===== src/pkg/fei_consts.svh =====
`ifndef FEI_CONSTS_SVH
`define FEI_CONSTS_SVH

// Register word indices (byte address = index * 4)
`define FEI_IDX_CTRL      6'h00
`define FEI_IDX_STATUS    6'h01
`define FEI_IDX_ALIGN     6'h02
`define FEI_IDX_LATCH     6'h03
`define FEI_IDX_T1MASK    6'h04
`define FEI_IDX_E1MASK    6'h09
`define FEI_IDX_INTR      6'h10
`define FEI_NUM_WORDS     5

// Control word bits
`define FEI_CTRL_E1       0
`define FEI_CTRL_RST      1
`define FEI_CTRL_IRQ_SUSPEND_BIT     2
`define FEI_CTRL_ACK      3

// Status word bits
`define FEI_ST_LOOPBACK_DISABLE_SEEN       0
`define FEI_ST_LOOPBACK_ENABLE_SEEN       1
`define FEI_ST_PDV        2
`define FEI_ST_CONS       3
`define FEI_ST_SEF        5

// Reset values and patterns
`define FEI_MASK_RESET    8'hFF
`define FEI_FAS_PATTERN   7'h1B

// Detector sizes
`define FEI_SEF_WIN       6
`define FEI_ZERO_RUN      16
`define FEI_PDV_NMAX      23
`define FEI_HIST          192
`define FEI_LC_BLK        512
`define FEI_LC_MISMAX     4'h8
`define FEI_LC5_LO        10'h05A
`define FEI_LC5_HI        10'h073
`define FEI_LC3_LO        10'h09B
`define FEI_LC3_HI        10'h0B9

// Timing
`define FEI_PCLK_HZ       20000000
`define FEI_LOOP_MS       48
`define FEI_LOOP_CYC      ((`FEI_LOOP_MS * `FEI_PCLK_HZ) / 1000)
`define FEI_SEC_CYC       (`FEI_PCLK_HZ)
`define FEI_LOOP_W        21
`define FEI_SEC_W         25

`endif


===== src/pkg/fei_pkg.sv =====
`include "fei_consts.svh"

package fei_pkg;

    // Received line and framing position, sampled on pclk
    typedef struct packed {
        logic       bit_valid;      // One line bit this cycle
        logic       bit_val;        // Line bit value
        logic       frame_bit_valid;// T1 framing bit position this cycle
        logic       frame_bit_err;  // That framing bit was in error
        logic [4:0] ts_num;         // E1 timeslot of the bit
        logic [2:0] bit_pos;        // Bit position in timeslot, 0 = bit one
        logic       fas_frame;      // E1 frame carries the alignment word
        logic [3:0] mf_frame;       // E1 frame number in signaling multiframe
    } fei_rx_s;

    // Whole block state
    typedef struct packed {
        logic [3:0]                       ctrl;
        logic [4:0][7:0]                  t1m;
        logic [4:0][7:0]                  e1m;
        logic [5:0][7:0]                  intr;
        logic [7:0]                       status;
        logic [6:0]                       fas;
        logic                             nfas;
        logic [3:0]                       mfas;
        logic [6:0]                       fas_sh;
        logic [3:0]                       mfas_sh;
        logic                             fas_err_prev;
        logic [`FEI_HIST-1:0]             hist;
        logic [7:0]                       fill;
        logic [`FEI_PDV_NMAX-1:0][7:0]    wcnt;
        logic [4:0]                       zrun;
        logic                             viol_prev;
        logic [`FEI_SEF_WIN-2:0]          sef_hist;
        logic [8:0]                       lc_blk;
        logic [3:0]                       lc_mis5;
        logic [3:0]                       lc_mis3;
        logic [9:0]                       lc_ones;
        logic                             lc_ok5;
        logic                             lc_ok3;
        logic [`FEI_LOOP_W-1:0]           lc_t5;
        logic [`FEI_LOOP_W-1:0]           lc_t3;
        logic [`FEI_SEC_W-1:0]            sec_cnt;
        logic [31:0]                      prdata;
        logic                             pready;
        logic                             pslverr;
        logic                             irq_oe;
        logic                             irq_lvl;
    } fei_state_s;

endpackage


===== src/core/fei_event_irq.sv =====
`timescale 1ns/10ps
`include "fei_consts.svh"

// What this block does
// - T1: two framing errors in six toggle
// - T1: detect repeating 00001 and 001 codes
// - 001 held 48 ms sets disable flag
// - 00001 held 48 ms sets enable flag
// - Loop codes survive three errors per thousand
// - T1: sixteen zeros toggle density bit
// - Fewer than N ones in 8(N+1)
// - Both modes: one second timer raises interrupt
// - E1: two bad alignment words flagged
// - E1: capture alignment word bits two-eight
// - E1: capture non-alignment bit two
// - E1: capture multiframe word timeslot sixteen
// - Unmasked event sets bit, pulls line low
// - Reading interrupt register clears it
// - All clear releases line to float
// - Acknowledge bit toggle clears all interrupts
// - Four mask words plus link mask
// - Any reset masks every source
// - Suspend withholds interrupts, masks untouched
// - Transmit-all-ones pin low clears pending
// - Alarm latch holds until read
module fei_event_irq #(
    parameter int unsigned LOOP_CYC = `FEI_LOOP_CYC,
    parameter int unsigned SEC_CYC  = `FEI_SEC_CYC
) (
    input  wire logic              pclk,
    input  wire logic              presetn,
    input  wire logic              clk_en,
    input  wire logic              psel,
    input  wire logic              penable,
    input  wire logic              pwrite,
    input  wire logic [7:0]        paddr,
    input  wire logic [31:0]       pwdata,
    output logic [31:0]            prdata,
    output logic                   pready,
    output logic                   pslverr,
    input  wire fei_pkg::fei_rx_s  rx,
    input  wire logic [7:0]        link_events,
    input  wire logic              tx_all_ones_pin_n,
    output logic                   irq_n_out,
    output logic                   irq_n_oe
);

    // Refuse counts that do not fit the counters
    if (LOOP_CYC < 1 || LOOP_CYC >= (1 << `FEI_LOOP_W)) begin : g_bad_loop
        $error("LOOP_CYC out of range");
    end
    if (SEC_CYC < 2 || SEC_CYC > (1 << `FEI_SEC_W)) begin : g_bad_sec
        $error("SEC_CYC out of range");
    end

    localparam logic [`FEI_LOOP_W-1:0] LOOP_MAX = `FEI_LOOP_W'(LOOP_CYC);
    localparam logic [`FEI_SEC_W-1:0]  SEC_LAST = `FEI_SEC_W'(SEC_CYC - 1);

    fei_pkg::fei_state_s st_ff;        // Registered state
    fei_pkg::fei_state_s nxt_st;       // Next state
    fei_pkg::fei_state_s rst_st;       // Soft reset image
    logic                t1;           // T1 mode selected
    logic                b;            // Current line bit
    logic                sef_ev;       // Severe frame error event
    logic                pdv_ev;       // Density violation event
    logic                cons_ev;      // Consecutive alignment error event
    logic                lc_ev;        // Loop code flag rose
    logic                sec_tick;     // One second elapsed
    logic                viol;         // Some ones window short
    logic                zero_hit;     // Sixteenth zero seen
    logic                fas_err;      // Alignment word just captured is bad
    logic [3:0]          m5;           // Period five mismatches with this bit
    logic [3:0]          m3;           // Period three mismatches with this bit
    logic [9:0]          ones;         // Block ones with this bit
    logic [5:0]          idx;          // Word index of the access
    logic                acc;          // Access phase completes this edge
    logic                ack;          // Acknowledge bit toggled
    logic [31:0]         rd;           // Read data for the setup cycle
    logic [4:0][7:0]     evt;          // Raw interrupt events
    logic [4:0][7:0]     pend;         // Events past masks and suspend
    logic [4:0][7:0]     mk;           // Masks of the selected mode
    logic [5:0][7:0]     clr;          // Bits cleared by a read
    logic [7:0]          lat;          // Alarm latch sets
    logic [7:0]          rd_pend;      // Events landing in the addressed word

    // Word index is mapped
    function automatic logic fei_known(input logic [5:0] i);
        fei_known = (i <= `FEI_IDX_LATCH) ||
                    (i >= `FEI_IDX_T1MASK && i < `FEI_IDX_E1MASK + 6'(`FEI_NUM_WORDS)) ||
                    (i >= `FEI_IDX_INTR && i < `FEI_IDX_INTR + 6'(`FEI_NUM_WORDS));
    endfunction

    // Word index falls in a block of five from base
    function automatic logic fei_in5(input logic [5:0] i, input logic [5:0] base);
        fei_in5 = (i >= base) && (i < base + 6'(`FEI_NUM_WORDS));
    endfunction

    // Next state of detectors, registers and bus
    always_comb begin
        nxt_st   = st_ff;
        t1       = !st_ff.ctrl[`FEI_CTRL_E1];
        b        = rx.bit_val;
        sef_ev   = 1'b0;
        cons_ev  = 1'b0;
        viol     = 1'b0;
        zero_hit = 1'b0;
        fas_err  = 1'b0;
        sec_tick = 1'b0;
        m5       = st_ff.lc_mis5;
        m3       = st_ff.lc_mis3;
        ones     = st_ff.lc_ones;

        if (st_ff.sec_cnt == SEC_LAST) begin
            nxt_st.sec_cnt = '0;
            sec_tick       = 1'b1;
        end else begin
            nxt_st.sec_cnt = st_ff.sec_cnt + `FEI_SEC_W'(1);
        end

        if (t1 && rx.frame_bit_valid) begin
            nxt_st.sef_hist = {st_ff.sef_hist[`FEI_SEF_WIN-3:0], rx.frame_bit_err};
            if (rx.frame_bit_err && |st_ff.sef_hist) begin
                sef_ev          = 1'b1;
                nxt_st.sef_hist = '0;
            end
        end

        // Line bit detectors
        if (rx.bit_valid) begin
            nxt_st.hist = {st_ff.hist[`FEI_HIST-2:0], b};
            if (st_ff.fill != 8'(`FEI_HIST)) begin
                nxt_st.fill = st_ff.fill + 8'h01;
            end
            for (int n = 1; n <= `FEI_PDV_NMAX; n++) begin
                nxt_st.wcnt[n-1] = st_ff.wcnt[n-1] + {7'h00, b}
                                   - {7'h00, st_ff.hist[8*(n+1)-1]};
                if (nxt_st.fill >= 8'(8*(n+1)) && nxt_st.wcnt[n-1] < 8'(n)) begin
                    viol = 1'b1;
                end
            end
            // zero run, one toggle per run
            if (b) begin
                nxt_st.zrun = '0;
            end else if (st_ff.zrun != 5'(`FEI_ZERO_RUN)) begin
                nxt_st.zrun = st_ff.zrun + 5'h01;
                zero_hit    = (st_ff.zrun == 5'(`FEI_ZERO_RUN - 1));
            end
            nxt_st.viol_prev = viol;
            if (b != st_ff.hist[4] && m5 != 4'hF) begin
                m5 = m5 + 4'h1;
            end
            if (b != st_ff.hist[2] && m3 != 4'hF) begin
                m3 = m3 + 4'h1;
            end
            ones = ones + {9'h000, b};
            // block passes with a few errors
            if (st_ff.lc_blk == 9'(`FEI_LC_BLK - 1)) begin
                nxt_st.lc_ok5  = (m5 <= `FEI_LC_MISMAX) &&
                                 (ones >= `FEI_LC5_LO) && (ones <= `FEI_LC5_HI);
                nxt_st.lc_ok3  = (m3 <= `FEI_LC_MISMAX) &&
                                 (ones >= `FEI_LC3_LO) && (ones <= `FEI_LC3_HI);
                nxt_st.lc_blk  = '0;
                nxt_st.lc_mis5 = '0;
                nxt_st.lc_mis3 = '0;
                nxt_st.lc_ones = '0;
            end else begin
                nxt_st.lc_blk  = st_ff.lc_blk + 9'h001;
                nxt_st.lc_mis5 = m5;
                nxt_st.lc_mis3 = m3;
                nxt_st.lc_ones = ones;
            end
        end
        pdv_ev = t1 && (zero_hit || (viol && !st_ff.viol_prev));

        nxt_st.lc_t5 = (t1 && st_ff.lc_ok5) ?
                       ((st_ff.lc_t5 == LOOP_MAX) ? LOOP_MAX : st_ff.lc_t5 + `FEI_LOOP_W'(1)) : '0;
        nxt_st.lc_t3 = (t1 && st_ff.lc_ok3) ?
                       ((st_ff.lc_t3 == LOOP_MAX) ? LOOP_MAX : st_ff.lc_t3 + `FEI_LOOP_W'(1)) : '0;
        nxt_st.status[`FEI_ST_LOOPBACK_ENABLE_SEEN] = (nxt_st.lc_t5 == LOOP_MAX);
        nxt_st.status[`FEI_ST_LOOPBACK_DISABLE_SEEN] = (nxt_st.lc_t3 == LOOP_MAX);
        lat    = '0;
        lat[`FEI_ST_LOOPBACK_DISABLE_SEEN] = nxt_st.status[`FEI_ST_LOOPBACK_DISABLE_SEEN] && !st_ff.status[`FEI_ST_LOOPBACK_DISABLE_SEEN];
        lat[`FEI_ST_LOOPBACK_ENABLE_SEEN] = nxt_st.status[`FEI_ST_LOOPBACK_ENABLE_SEEN] && !st_ff.status[`FEI_ST_LOOPBACK_ENABLE_SEEN];
        lc_ev  = lat[`FEI_ST_LOOPBACK_DISABLE_SEEN] || lat[`FEI_ST_LOOPBACK_ENABLE_SEEN];

        nxt_st.status[`FEI_ST_SEF] = st_ff.status[`FEI_ST_SEF] ^ sef_ev;
        nxt_st.status[`FEI_ST_PDV] = st_ff.status[`FEI_ST_PDV] ^ pdv_ev;

        // E1 timeslot captures
        if (!t1 && rx.bit_valid) begin
            // alignment word bits two to eight
            if (rx.ts_num == 5'h00 && rx.fas_frame && rx.bit_pos != 3'h0) begin
                nxt_st.fas_sh = {st_ff.fas_sh[5:0], b};
                if (rx.bit_pos == 3'h7) begin
                    nxt_st.fas          = {st_ff.fas_sh[5:0], b};
                    fas_err             = ({st_ff.fas_sh[5:0], b} != `FEI_FAS_PATTERN);
                    // two bad words in a row
                    cons_ev             = fas_err && st_ff.fas_err_prev;
                    nxt_st.fas_err_prev = fas_err;
                    nxt_st.status[`FEI_ST_CONS] = cons_ev;
                end
            end
            if (rx.ts_num == 5'h00 && !rx.fas_frame && rx.bit_pos == 3'h1) begin
                nxt_st.nfas = b;
            end
            // multiframe word bits one to four
            if (rx.ts_num == 5'h10 && rx.mf_frame == 4'h0 && rx.bit_pos <= 3'h3) begin
                nxt_st.mfas_sh = {st_ff.mfas_sh[2:0], b};
                if (rx.bit_pos == 3'h3) begin
                    nxt_st.mfas = {st_ff.mfas_sh[2:0], b};
                end
            end
        end
        lat[`FEI_ST_PDV]  = pdv_ev;
        lat[`FEI_ST_CONS] = cons_ev;
        lat[`FEI_ST_SEF]  = sef_ev;

        evt       = '0;
        evt[0][2] = t1 ? sef_ev : cons_ev;
        evt[1][1] = pdv_ev;
        evt[3][4] = t1 && lc_ev;
        evt[3][3] = sec_tick;
        evt[4]    = link_events;
        mk   = t1 ? st_ff.t1m : st_ff.e1m;
        pend = evt & ~mk;
        if (st_ff.ctrl[`FEI_CTRL_IRQ_SUSPEND_BIT]) begin
            pend = '0;
        end

        // APB setup cycle: capture read data, answer next cycle
        idx = paddr[7:2];
        // Events that land in the addressed interrupt word
        rd_pend = '0;
        if (fei_in5(idx, `FEI_IDX_INTR)) begin
            rd_pend = pend[idx - `FEI_IDX_INTR];
        end
        rd  = '0;
        unique case (1'b1)
            idx == `FEI_IDX_CTRL:           rd[3:0] = st_ff.ctrl;
            idx == `FEI_IDX_STATUS:         rd[7:0] = st_ff.status;
            idx == `FEI_IDX_ALIGN:          rd[15:0] = {st_ff.mfas, 3'h0, st_ff.nfas, 1'b0, st_ff.fas};
            idx == `FEI_IDX_LATCH:          rd[7:0] = st_ff.intr[5];
            fei_in5(idx, `FEI_IDX_T1MASK):  rd[7:0] = st_ff.t1m[idx - `FEI_IDX_T1MASK];
            fei_in5(idx, `FEI_IDX_E1MASK):  rd[7:0] = st_ff.e1m[idx - `FEI_IDX_E1MASK];
            fei_in5(idx, `FEI_IDX_INTR):    rd[7:0] = st_ff.intr[idx - `FEI_IDX_INTR];
            default:                        rd = '0;
        endcase
        if (psel && !penable && !st_ff.pready) begin
            nxt_st.pready  = 1'b1;
            nxt_st.pslverr = !fei_known(idx);
            nxt_st.prdata  = pwrite ? 32'h0000_0000 : rd;
        end
        acc = psel && penable && st_ff.pready;
        if (acc) begin
            nxt_st.pready = 1'b0;
        end

        // Register writes at the completing edge
        ack = 1'b0;
        if (acc && pwrite) begin
            if (idx == `FEI_IDX_CTRL) begin
                nxt_st.ctrl = pwdata[3:0];
                ack = (pwdata[`FEI_CTRL_ACK] != st_ff.ctrl[`FEI_CTRL_ACK]);
            end else if (fei_in5(idx, `FEI_IDX_T1MASK)) begin
                nxt_st.t1m[idx - `FEI_IDX_T1MASK] = pwdata[7:0];
            end else if (fei_in5(idx, `FEI_IDX_E1MASK)) begin
                nxt_st.e1m[idx - `FEI_IDX_E1MASK] = pwdata[7:0];
            end
        end

        clr = '0;
        if (acc && !pwrite) begin
            if (fei_in5(idx, `FEI_IDX_INTR)) begin
                clr[idx - `FEI_IDX_INTR] = st_ff.prdata[7:0];
            end else if (idx == `FEI_IDX_LATCH) begin
                clr[5] = st_ff.prdata[7:0];
            end
        end

        // wholesale clear; new sets still land
        if (ack || !tx_all_ones_pin_n) begin
            nxt_st.intr[4:0] = pend;
        end else begin
            nxt_st.intr[4:0] = (st_ff.intr[4:0] & ~clr[4:0]) | pend;
        end
        nxt_st.intr[5] = (st_ff.intr[5] & ~clr[5]) | lat;

        // drive low while any word pends, else float
        nxt_st.irq_oe  = |nxt_st.intr[4:0];
        nxt_st.irq_lvl = 1'b0;

        // soft reset holds everything but control and bus
        rst_st         = '0;
        rst_st.t1m     = {`FEI_NUM_WORDS{`FEI_MASK_RESET}};
        rst_st.e1m     = {`FEI_NUM_WORDS{`FEI_MASK_RESET}};
        rst_st.ctrl    = nxt_st.ctrl;
        rst_st.prdata  = nxt_st.prdata;
        rst_st.pready  = nxt_st.pready;
        rst_st.pslverr = nxt_st.pslverr;
        if (nxt_st.ctrl[`FEI_CTRL_RST]) begin
            nxt_st = rst_st;
        end
    end

    // State register; clock enable freezes everything
    always_ff @(posedge pclk or negedge presetn) begin
        if (!presetn) begin
            st_ff     <= '0;
            st_ff.t1m <= {`FEI_NUM_WORDS{`FEI_MASK_RESET}};
            st_ff.e1m <= {`FEI_NUM_WORDS{`FEI_MASK_RESET}};
        end else if (clk_en) begin
            st_ff <= nxt_st;
        end
    end

    // Outputs straight from the state register
    assign prdata    = st_ff.prdata;
    assign pready    = st_ff.pready;
    assign pslverr   = st_ff.pslverr;
    assign irq_n_out = st_ff.irq_lvl;
    assign irq_n_oe  = st_ff.irq_oe;

    // Checks
    AST_SEF_TOGGLE: assert property (@(posedge pclk) disable iff (!presetn)
        (clk_en && t1 && rx.frame_bit_valid && rx.frame_bit_err && |st_ff.sef_hist
         && !nxt_st.ctrl[`FEI_CTRL_RST])
        |=> st_ff.status[`FEI_ST_SEF] != $past(st_ff.status[`FEI_ST_SEF]))
        else $error("severe frame bit did not toggle");

    AST_ZERO_RUN: assert property (@(posedge pclk) disable iff (!presetn)
        (clk_en && t1 && rx.bit_valid && !b && st_ff.zrun == 5'h0F
         && !nxt_st.ctrl[`FEI_CTRL_RST])
        |=> st_ff.status[`FEI_ST_PDV] != $past(st_ff.status[`FEI_ST_PDV]))
        else $error("density bit did not toggle on zero run");

    AST_LOOP_HOLD: assert property (@(posedge pclk) disable iff (!presetn)
        st_ff.status[`FEI_ST_LOOPBACK_ENABLE_SEEN] |-> (st_ff.lc_t5 == LOOP_MAX && $past(t1)))
        else $error("enable flag without full persistence");

    AST_MASK_RESET: assert property (@(posedge pclk) disable iff (!presetn)
        !$past(presetn) |-> (&st_ff.t1m && &st_ff.e1m && st_ff.intr == '0))
        else $error("masks not set after reset");

    AST_SUSPEND: assert property (@(posedge pclk) disable iff (!presetn)
        (clk_en && st_ff.ctrl[`FEI_CTRL_IRQ_SUSPEND_BIT])
        |=> ((st_ff.intr[4:0] & ~$past(st_ff.intr[4:0])) == '0
             && (st_ff.t1m == $past(st_ff.t1m) || $past(acc && pwrite))))
        else $error("interrupt set while suspended");

    AST_TX_ALL_ONES_PIN_CLEAR: assert property (@(posedge pclk) disable iff (!presetn)
        (clk_en && !tx_all_ones_pin_n && pend == '0)
        |=> (st_ff.intr[4:0] == '0 && !irq_n_oe))
        else $error("pending interrupts survived all-ones pin");

    AST_LINE_FLOAT: assert property (@(posedge pclk) disable iff (!presetn)
        (irq_n_oe == (st_ff.intr[4:0] != '0)) && !irq_n_out)
        else $error("request line disagrees with pending words");

    AST_READ_ANSWER: assert property (@(posedge pclk) disable iff (!presetn)
        (clk_en && psel && !penable && !pready && !pwrite && fei_in5(idx, `FEI_IDX_INTR))
        ##1 (clk_en && psel && penable)
        |=> !pready && ((st_ff.intr[$past(idx) - `FEI_IDX_INTR] & $past(prdata[7:0]))
             == ($past(rd_pend) & $past(prdata[7:0]))
             || $past(!tx_all_ones_pin_n) || $past(nxt_st.ctrl[`FEI_CTRL_RST])))
        else $error("read word not cleared after answer");

endmodule


===== config.mk =====
export PLATFORM = sky130hd
export DESIGN_NAME = fei_event_irq
export DESIGN_NICKNAME = d
export VERILOG_FILES = /design/src/pkg/fei_pkg.sv /design/src/core/fei_event_irq.sv
export VERILOG_INCLUDE_DIRS = /design/src /design/src/pkg
export SDC_FILE = /design/constraint.sdc
export NUM_CORES = 2
export LEC_CHECK = 0
export CORE_ASPECT_RATIO = 1.2
export CORE_UTILIZATION = 37
export DETAILED_ROUTE_END_ITERATION = 16
export DONT_BUFFER_PORTS = 1
export PLACE_DENSITY = 0.49
export SLEW_MARGIN = 20
export SYNTH_ARGS = -nofsm -noshare
export SYNTH_HDL_FRONTEND = slang
export SYNTH_SLANG_ARGS = --single-unit

===== constraint.sdc =====
create_clock -name pclk -period 3.35 [get_ports pclk]
set_clock_uncertainty 0.1 [all_clocks]
set_input_delay 0.5025 -clock pclk [delete_from_list [all_inputs] [get_ports pclk]]
set_output_delay 0.5025 -clock pclk [all_outputs]
set_load 0.1 [all_outputs]

# Word level (Yosys, flattened, before mapping)

Index checks and enable logic that the tools add are counted.

Add/sub/neg operators: 58
Multiplexer cells: 102
Eq/ne operators: 24
$lt $le $gt $ge: 66
Bitwise logic cells: 11
Reductions and logical operators: 104

Operators with widths:

| cell                                                 | count |
|---|---|
| two-way mux 689 bit                                  | 1 |
| two-way mux 390 bit                                  | 1 |
| two-way mux 40 bit                                   | 7 |
| adder 8 x 1 -> 8 bit                                 | 23 |
| subtractor 8 x 1 -> 8 bit                            | 23 |
| two-way mux 8 bit                                    | 11 |
| == test 21 x 20 -> 1 bit (second input constant)     | 4 |
| two-way mux 21 bit                                   | 4 |
| two-way mux 84 bit                                   | 1 |
| AND 40 bit                                           | 2 |
| bitwise mux 40 bit                                   | 2 |
| two-way mux 80 bit                                   | 1 |
| inverter 40 bit                                      | 2 |
| binary-select mux 8 bit (select 3 bit)               | 3 |
| demux 8 bit (select 3 bit)                           | 3 |
| >= comparator 8 bit (second input constant)          | 9 |
| >= comparator 8 x 7 -> 1 bit (second input constant) | 8 |
| < comparator 8 x 4 -> 1 bit (second input constant)  | 8 |
| < comparator 8 x 5 -> 1 bit (second input constant)  | 8 |
| logical AND 1 bit                                    | 59 |
| AND 48 bit                                           | 1 |
| two-way mux 48 bit                                   | 1 |
| two-way mux 1 bit                                    | 43 |
| adder 21 x 1 -> 21 bit (second input constant)       | 2 |
| 72 further kinds                                     | 138 |

Input port bits: 72
Flip-flop bits (word level): 686
Logic and storage cells: 432

# Longest topological paths before layout

Word-level depth: 38
Mapped depth: 16

# Worst setup path before layout

Ideal clock, no wire load.

Path kind: input to register
Start: in paddr[2]
End: reg st_ff, in the netlist irq_n_oe
Slack: -0.250 ns
Library setup time: 0.141 ns
Arrival time: 3.359 ns
Path buffers: 3
Stages on the path: 15
Cells stage by stage: buf_2 -> inv_1 -> clkbuf_1 -> ha_1 -> inv_1 -> a2111oi_4 -> nand4_1 -> clkbuf_1 -> o21ai_0 -> nand4_1 -> nor3_1 -> a31oi_1 -> o41a_1 -> a211oi_1 -> o311ai_1

Longest elaborated chain between the ends: 14

Ends and longest elaborated chain:

| item                                                                               | RTL line             | text |
|---|---|---|
| start: declaration                                                                 | fei_event_irq.sv:36  | `input wire logic [7:0] paddr,` |
| subtractor 6 x 5 -> 6 bit (no source line)                                         | -                    |  |
| >= comparator 6 x 1 -> 1 bit / < comparator 6 x 4 -> 1 bit (equally long branches) | fei_event_irq.sv:274 | `` clr[idx - `FEI_IDX_INTR] = st_ff.prdata[7:0]; `` |
| logical AND 1 bit                                                                  | fei_event_irq.sv:274 |  |
| two-way mux 8 bit                                                                  | fei_event_irq.sv:274 |  |
| demux 8 bit (select 3 bit)                                                         | fei_event_irq.sv:274 |  |
| AND 48 bit (no source line)                                                        | -                    |  |
| two-way mux 40 bit                                                                 | fei_event_irq.sv:273 | `` if (fei_in5(idx, `FEI_IDX_INTR)) begin `` |
| two-way mux 48 bit                                                                 | fei_event_irq.sv:272 | `if (acc && !pwrite) begin` |
| inverter 40 bit                                                                    | fei_event_irq.sv:284 | `nxt_st.intr[4:0] = (st_ff.intr[4:0] & ~clr[4:0]) \| pend;` |
| AND 40 bit                                                                         | fei_event_irq.sv:284 |  |
| bitwise OR 40 bit                                                                  | fei_event_irq.sv:284 |  |
| two-way mux 40 bit                                                                 | fei_event_irq.sv:281 | `if (ack \|\| !tx_all_ones_pin_n) begin` |
| OR reduction 40 bit                                                                | fei_event_irq.sv:289 | `nxt_st.irq_oe = \|nxt_st.intr[4:0];` |
| two-way mux 689 bit (*)                                                            | fei_event_irq.sv:300 | `` if (nxt_st.ctrl[`FEI_CTRL_RST]) begin `` |
| end signal: assignment                                                             | fei_event_irq.sv:312 | `st_ff <= nxt_st;` |
| end: declaration                                                                   | fei_event_irq.sv:59  | `fei_pkg::fei_state_s st_ff;` |

Every way passes the cells marked *; elsewhere a longest branch is shown, timed or not. The select of a mux whose other input is x is not followed.
A chain may end at the register's enable or synchronous reset.

# Worst setup path in the final report

Start: reg st_ff[518] in the netlist's numbering
End: reg st_ff[553] in the netlist's numbering

Longest elaborated chain between the ends: 11

Ends and longest elaborated chain:

| item                           | RTL line             | text |
|---|---|---|
| subtractor 8 x 1 -> 8 bit      | fei_event_irq.sv:136 | `- {7'h00, st_ff.hist[8*(n+1)-1]};` |
| < comparator 8 x 5 -> 1 bit    | fei_event_irq.sv:137 | `if (nxt_st.fill >= 8'(8*(n+1)) && nxt_st.wcnt[n-1] < 8'(n)) begin` |
| logical AND 1 bit              | fei_event_irq.sv:137 |  |
| two-way mux 1 bit (2 in a row) | fei_event_irq.sv:137 |  |
| two-way mux 1 bit              | fei_event_irq.sv:129 | `if (rx.bit_valid) begin` |
| logical AND 1 bit              | fei_event_irq.sv:173 | `pdv_ev = t1 && (zero_hit \|\| (viol && !st_ff.viol_prev));` |
| logical OR 1 bit               | fei_event_irq.sv:173 |  |
| logical AND 1 bit              | fei_event_irq.sv:173 |  |
| bitwise XOR 1 bit              | fei_event_irq.sv:187 | `` nxt_st.status[`FEI_ST_PDV] = st_ff.status[`FEI_ST_PDV] ^ pdv_ev; `` |
| two-way mux 689 bit            | fei_event_irq.sv:300 |  |

Every way passes these cells.

==> flow_summary.yaml <==
global_routing:
  use_met2_pct: 34.36
  busiest_layer: "met2"
  grtUsageTotal_pct: 20.40
  grtUsageMet3_pct: 2.757
  use_met1_pct: 26.95
  grt-ovfl-total: 0
  grt_start_max_net_pins: 667
  antenna_found_initial: 1
  grt_pass1_wl_um: 173000
  grt_pass1_vias: 31240
drt:
  drc: 0
  routedWlPerCell_um: 18.62
  vias_per_cell: 5.413
  via_count: 30980
  ant_nets: 0
  wl_um: 106500
  drt_iter0_markers: 1838
  dr.pass1.iters: 5
finish:
  final-seq-area_mm2: 0.01677
  antennaDiodeCount: 0
  fill_cells: 10030
  multi_input_area_mm2: 0.02008
  area_growth_pct: 17.02
  final_net_count: 4587
  drive_above_1_share_pct: 15.21
  final_cell_count_no_fill: 5722
logic_synthesis:
  syn-cell-area_mm2: 0.03852
  yosysTopAreaCell: "dfrtp_1"
  synth_top_area_share_pct: 38.07
  syn_area_per_cell_um2: 9.354
  synth_ff_type: "dfrtp_1"
  ys_ff_latch: 666
  synth_warnings: 0
  synth_edf_count: 0
  ys_types: 97
  synthCells: 4118
  seq_area_frac_synth_pct: 43.53
  synthArstFlopShare_pct: 100.0
  synth.area.top_cells: "dfrtp_1 38%, ha_1 6.8%, o21ai_0 6.0%"
floorplanning:
  rows: 129
  io_pins: 108
  dieHeight_um: 355.5
  die_w_um: 296.5
  die_area_mm2: 0.1054
  start_util_pct: 37.35
  coreArea_mm2: 0.1031
clocking:
  cts_made_buffers: 79
  cts_tree: "built"
  clock-sinks: 666
  insertion_delay_ns: 0.64
  cts.path.max_buffers: 3
  cts.clk_slew.worst_paths_ns: 0.06
  h-tree-depth: 3
  clockRootBuffer: "clkbuf_16"
  ctsHoldBuffers: 15
hold_path:
  hp-class: "input pin to asynchronous set/reset pin"
sta:
  finalHoldViolCount: 270
  hold_slack_ns: -0.4861
  fin_crit_sh_pct: 104.2
  setup_slack_ns: -0.1412
  drv_slew: 502
  finalCriticalPeriod_ns: 3.491
  tightest_slew_ns: 3.204
  fmax_mhz: 286.4
  max_slew_margin_pct: -113.6
  setup_violations: 5
  finalSetupTns_ns: -0.5631
  rsz0062_at_grt: "true"
worst_setup_path:
  r2r_cells: 14
  cp.arrival_ns: 3.93
  start_kind: "register"
  cp_max_fo: 4
  r2r_start: "st_ff[518]$_DFFE_PN0P_"
  end_kind: "register"
  ff2ff_setup_slack_ns: -0.14
  r2r_end: "st_ff[553]$_DFFE_PN0P_"
  criticalPathCategory: "register to register"
  crit_required_ns: 3.79
run:
  max_cap_viol_count: 0
place:
  gp_congestion: 0.8488
  dp_hpwl_um: 69590
  dp.cells: 5554
  dp_slack_ns: -0.4710
  place.port_buffers: 0
power_and_ir_drop:
  leakage_nw: 19.96
  p_per_area_mw_per_mm2: 447.2
  ir_drop_uv: 345.7
run_status:
  violations: "hold timing, slew limit, setup timing"
  status: "complete, but fails checks"
power breakdown:
part | total, mW | leakage, nW | switching [mW] | internal (mW)
clock | 9.20 | 1.35 | 3.59 | 5.61
sequential | 8.81 | 9.01 | 0.262 | 8.55
combinational | 2.15 | 9.60 | 1.36 | 0.786
total | 20.2 | 20.0 | 5.21 | 14.9
what timing repair did:
item | in CTS | in global routing
gates resized for setup | 59 | 36
buffers inserted | 10 | 3
endpoints found under the setup margin | 5 | 5
pin swaps | 31 | 21
hold endpoints to repair | 761 | 586
routing by layer:
layer,up-vias,part of all wire [%]
met1,15200,46
met3,158,3.3
li1,15170,-
met4,2,2.9
met2,446,48
met5,-,0.0066
sequential cells by signal, indices dropped and copies added (netlist names):
name / flops
st_ff: 650
prdata: 13
pready: 1
irq_n_oe: 1
pslverr: 1
worst max-delay path by stage:
stage	depth (start not counted)	endpoint	startpoint	slack, ns
after floorplan	15	irq_n_oe$_DFFE_PN0P_	paddr[2]	-0.07
after global placement	17	st_ff[553]$_DFFE_PN0P_	st_ff[167]$_DFFE_PN0P_	-0.38
after detailed placement	17	st_ff[553]$_DFFE_PN0P_	st_ff[167]$_DFFE_PN0P_	-0.47
after CTS	14	st_ff[553]$_DFFE_PN0P_	st_ff[518]$_DFFE_PN0P_	-0.14
after global routing	14	st_ff[553]$_DFFE_PN0P_	st_ff[518]$_DFFE_PN0P_	-0.27
final	14	st_ff[553]$_DFFE_PN0P_	st_ff[518]$_DFFE_PN0P_	-0.14
critical path, stage by stage (launching register included):
cell	delay [ns]
dfrtp_1	0.38
ha_1	0.30
inv_2	0.05
ha_4	0.15
fa_2	0.36
a21o_1	0.18
a21oi_2	0.18
xnor2_2	0.09
a221o_1	0.29
or4_1	0.39
o211ai_1	0.27
nor4b_4	0.13
nand4_1	0.13
nand3_2	0.13
a221oi_2	0.27
cell usage after synthesis, types with 30 or more instances:
cell,instances
and3_1,56
buf_2,40
dfstp_2,80
dfrtp_1,586
nor2_1,174
inv_1,274
a31oi_1,34
nand2_1,446
buf_1,46
o21ai_0,465
a211oi_1,30
nand4_1,37
a22o_1,256
buf_4,35
xor2_1,68
a21o_1,46
ha_1,209
nand3_1,79
a21oi_1,231
mux2i_1,39
nor3_1,64
o31ai_1,34
a21boi_0,31
o22ai_1,50
clkbuf_1,145
xnor2_1,113
cell families (layout without fill, tap and decap cells):
family | Yosys count | in the layout | synth area share (%)
flops | 666 | 666 | 43.53
other cells | 1 | 20 | 0.009735
mux | 59 | 59 | 1.832
compound gates | 1385 | 1385 | 23.62
fa+ha+maj | 232 | 232 | 7.984
simple gates | 1049 | 1049 | 13.04
xor+xnor | 182 | 182 | 4.174
buf+inv | 544 | 754 | 5.811
per-stage QoR:
step | util, % | cell area (um2) | power [mW]
2_1_floorplan | - | 38590 | 10.35
3_3_place_gp | 40.38 | 41640 | 11.00
3_5_place_dp | 40.38 | 41640 | 11.02
4_1_cts | 43.50 | 44870 | 20.44
5_1_grt | 43.70 | 45080 | 21.05
6_report | 43.70 | 45080 | 20.16
cells in the final DEF, fill, tap and decap left out, types with 21 or more instances in the layout:
cell type	n
a22o_1	256
a31oi_1	34
xnor2_1	110
nor2b_1	26
a21o_1	46
and3_1	54
nor3_1	61
a21boi_0	31
ha_1	200
clkbuf_16	81
dfrtp_1	586
nand3_1	78
o22ai_1	50
nand4_1	37
a211oi_1	21
nor4_1	22
a21oi_1	223
dfstp_2	80
buf_4	305
inv_1	271
nand2_1	445
o21ai_0	464
xor2_1	66
nor2_1	173
o31ai_1	34
mux2i_1	38
area by class of cell:
class / instances / share of cell area (%)
Clock buffer: 118 / 5.205
Clock inverter: 27 / 0.8994
Inverter: 276 / 2.301
Multi-Input combinational cell: 2927 / 44.55
Sequential cell: 666 / 37.20
Tap cell: 1375 / 3.817
Timing Repair Buffer: 333 / 6.029
No activity file was read; power rests on OpenSTA's default activity.
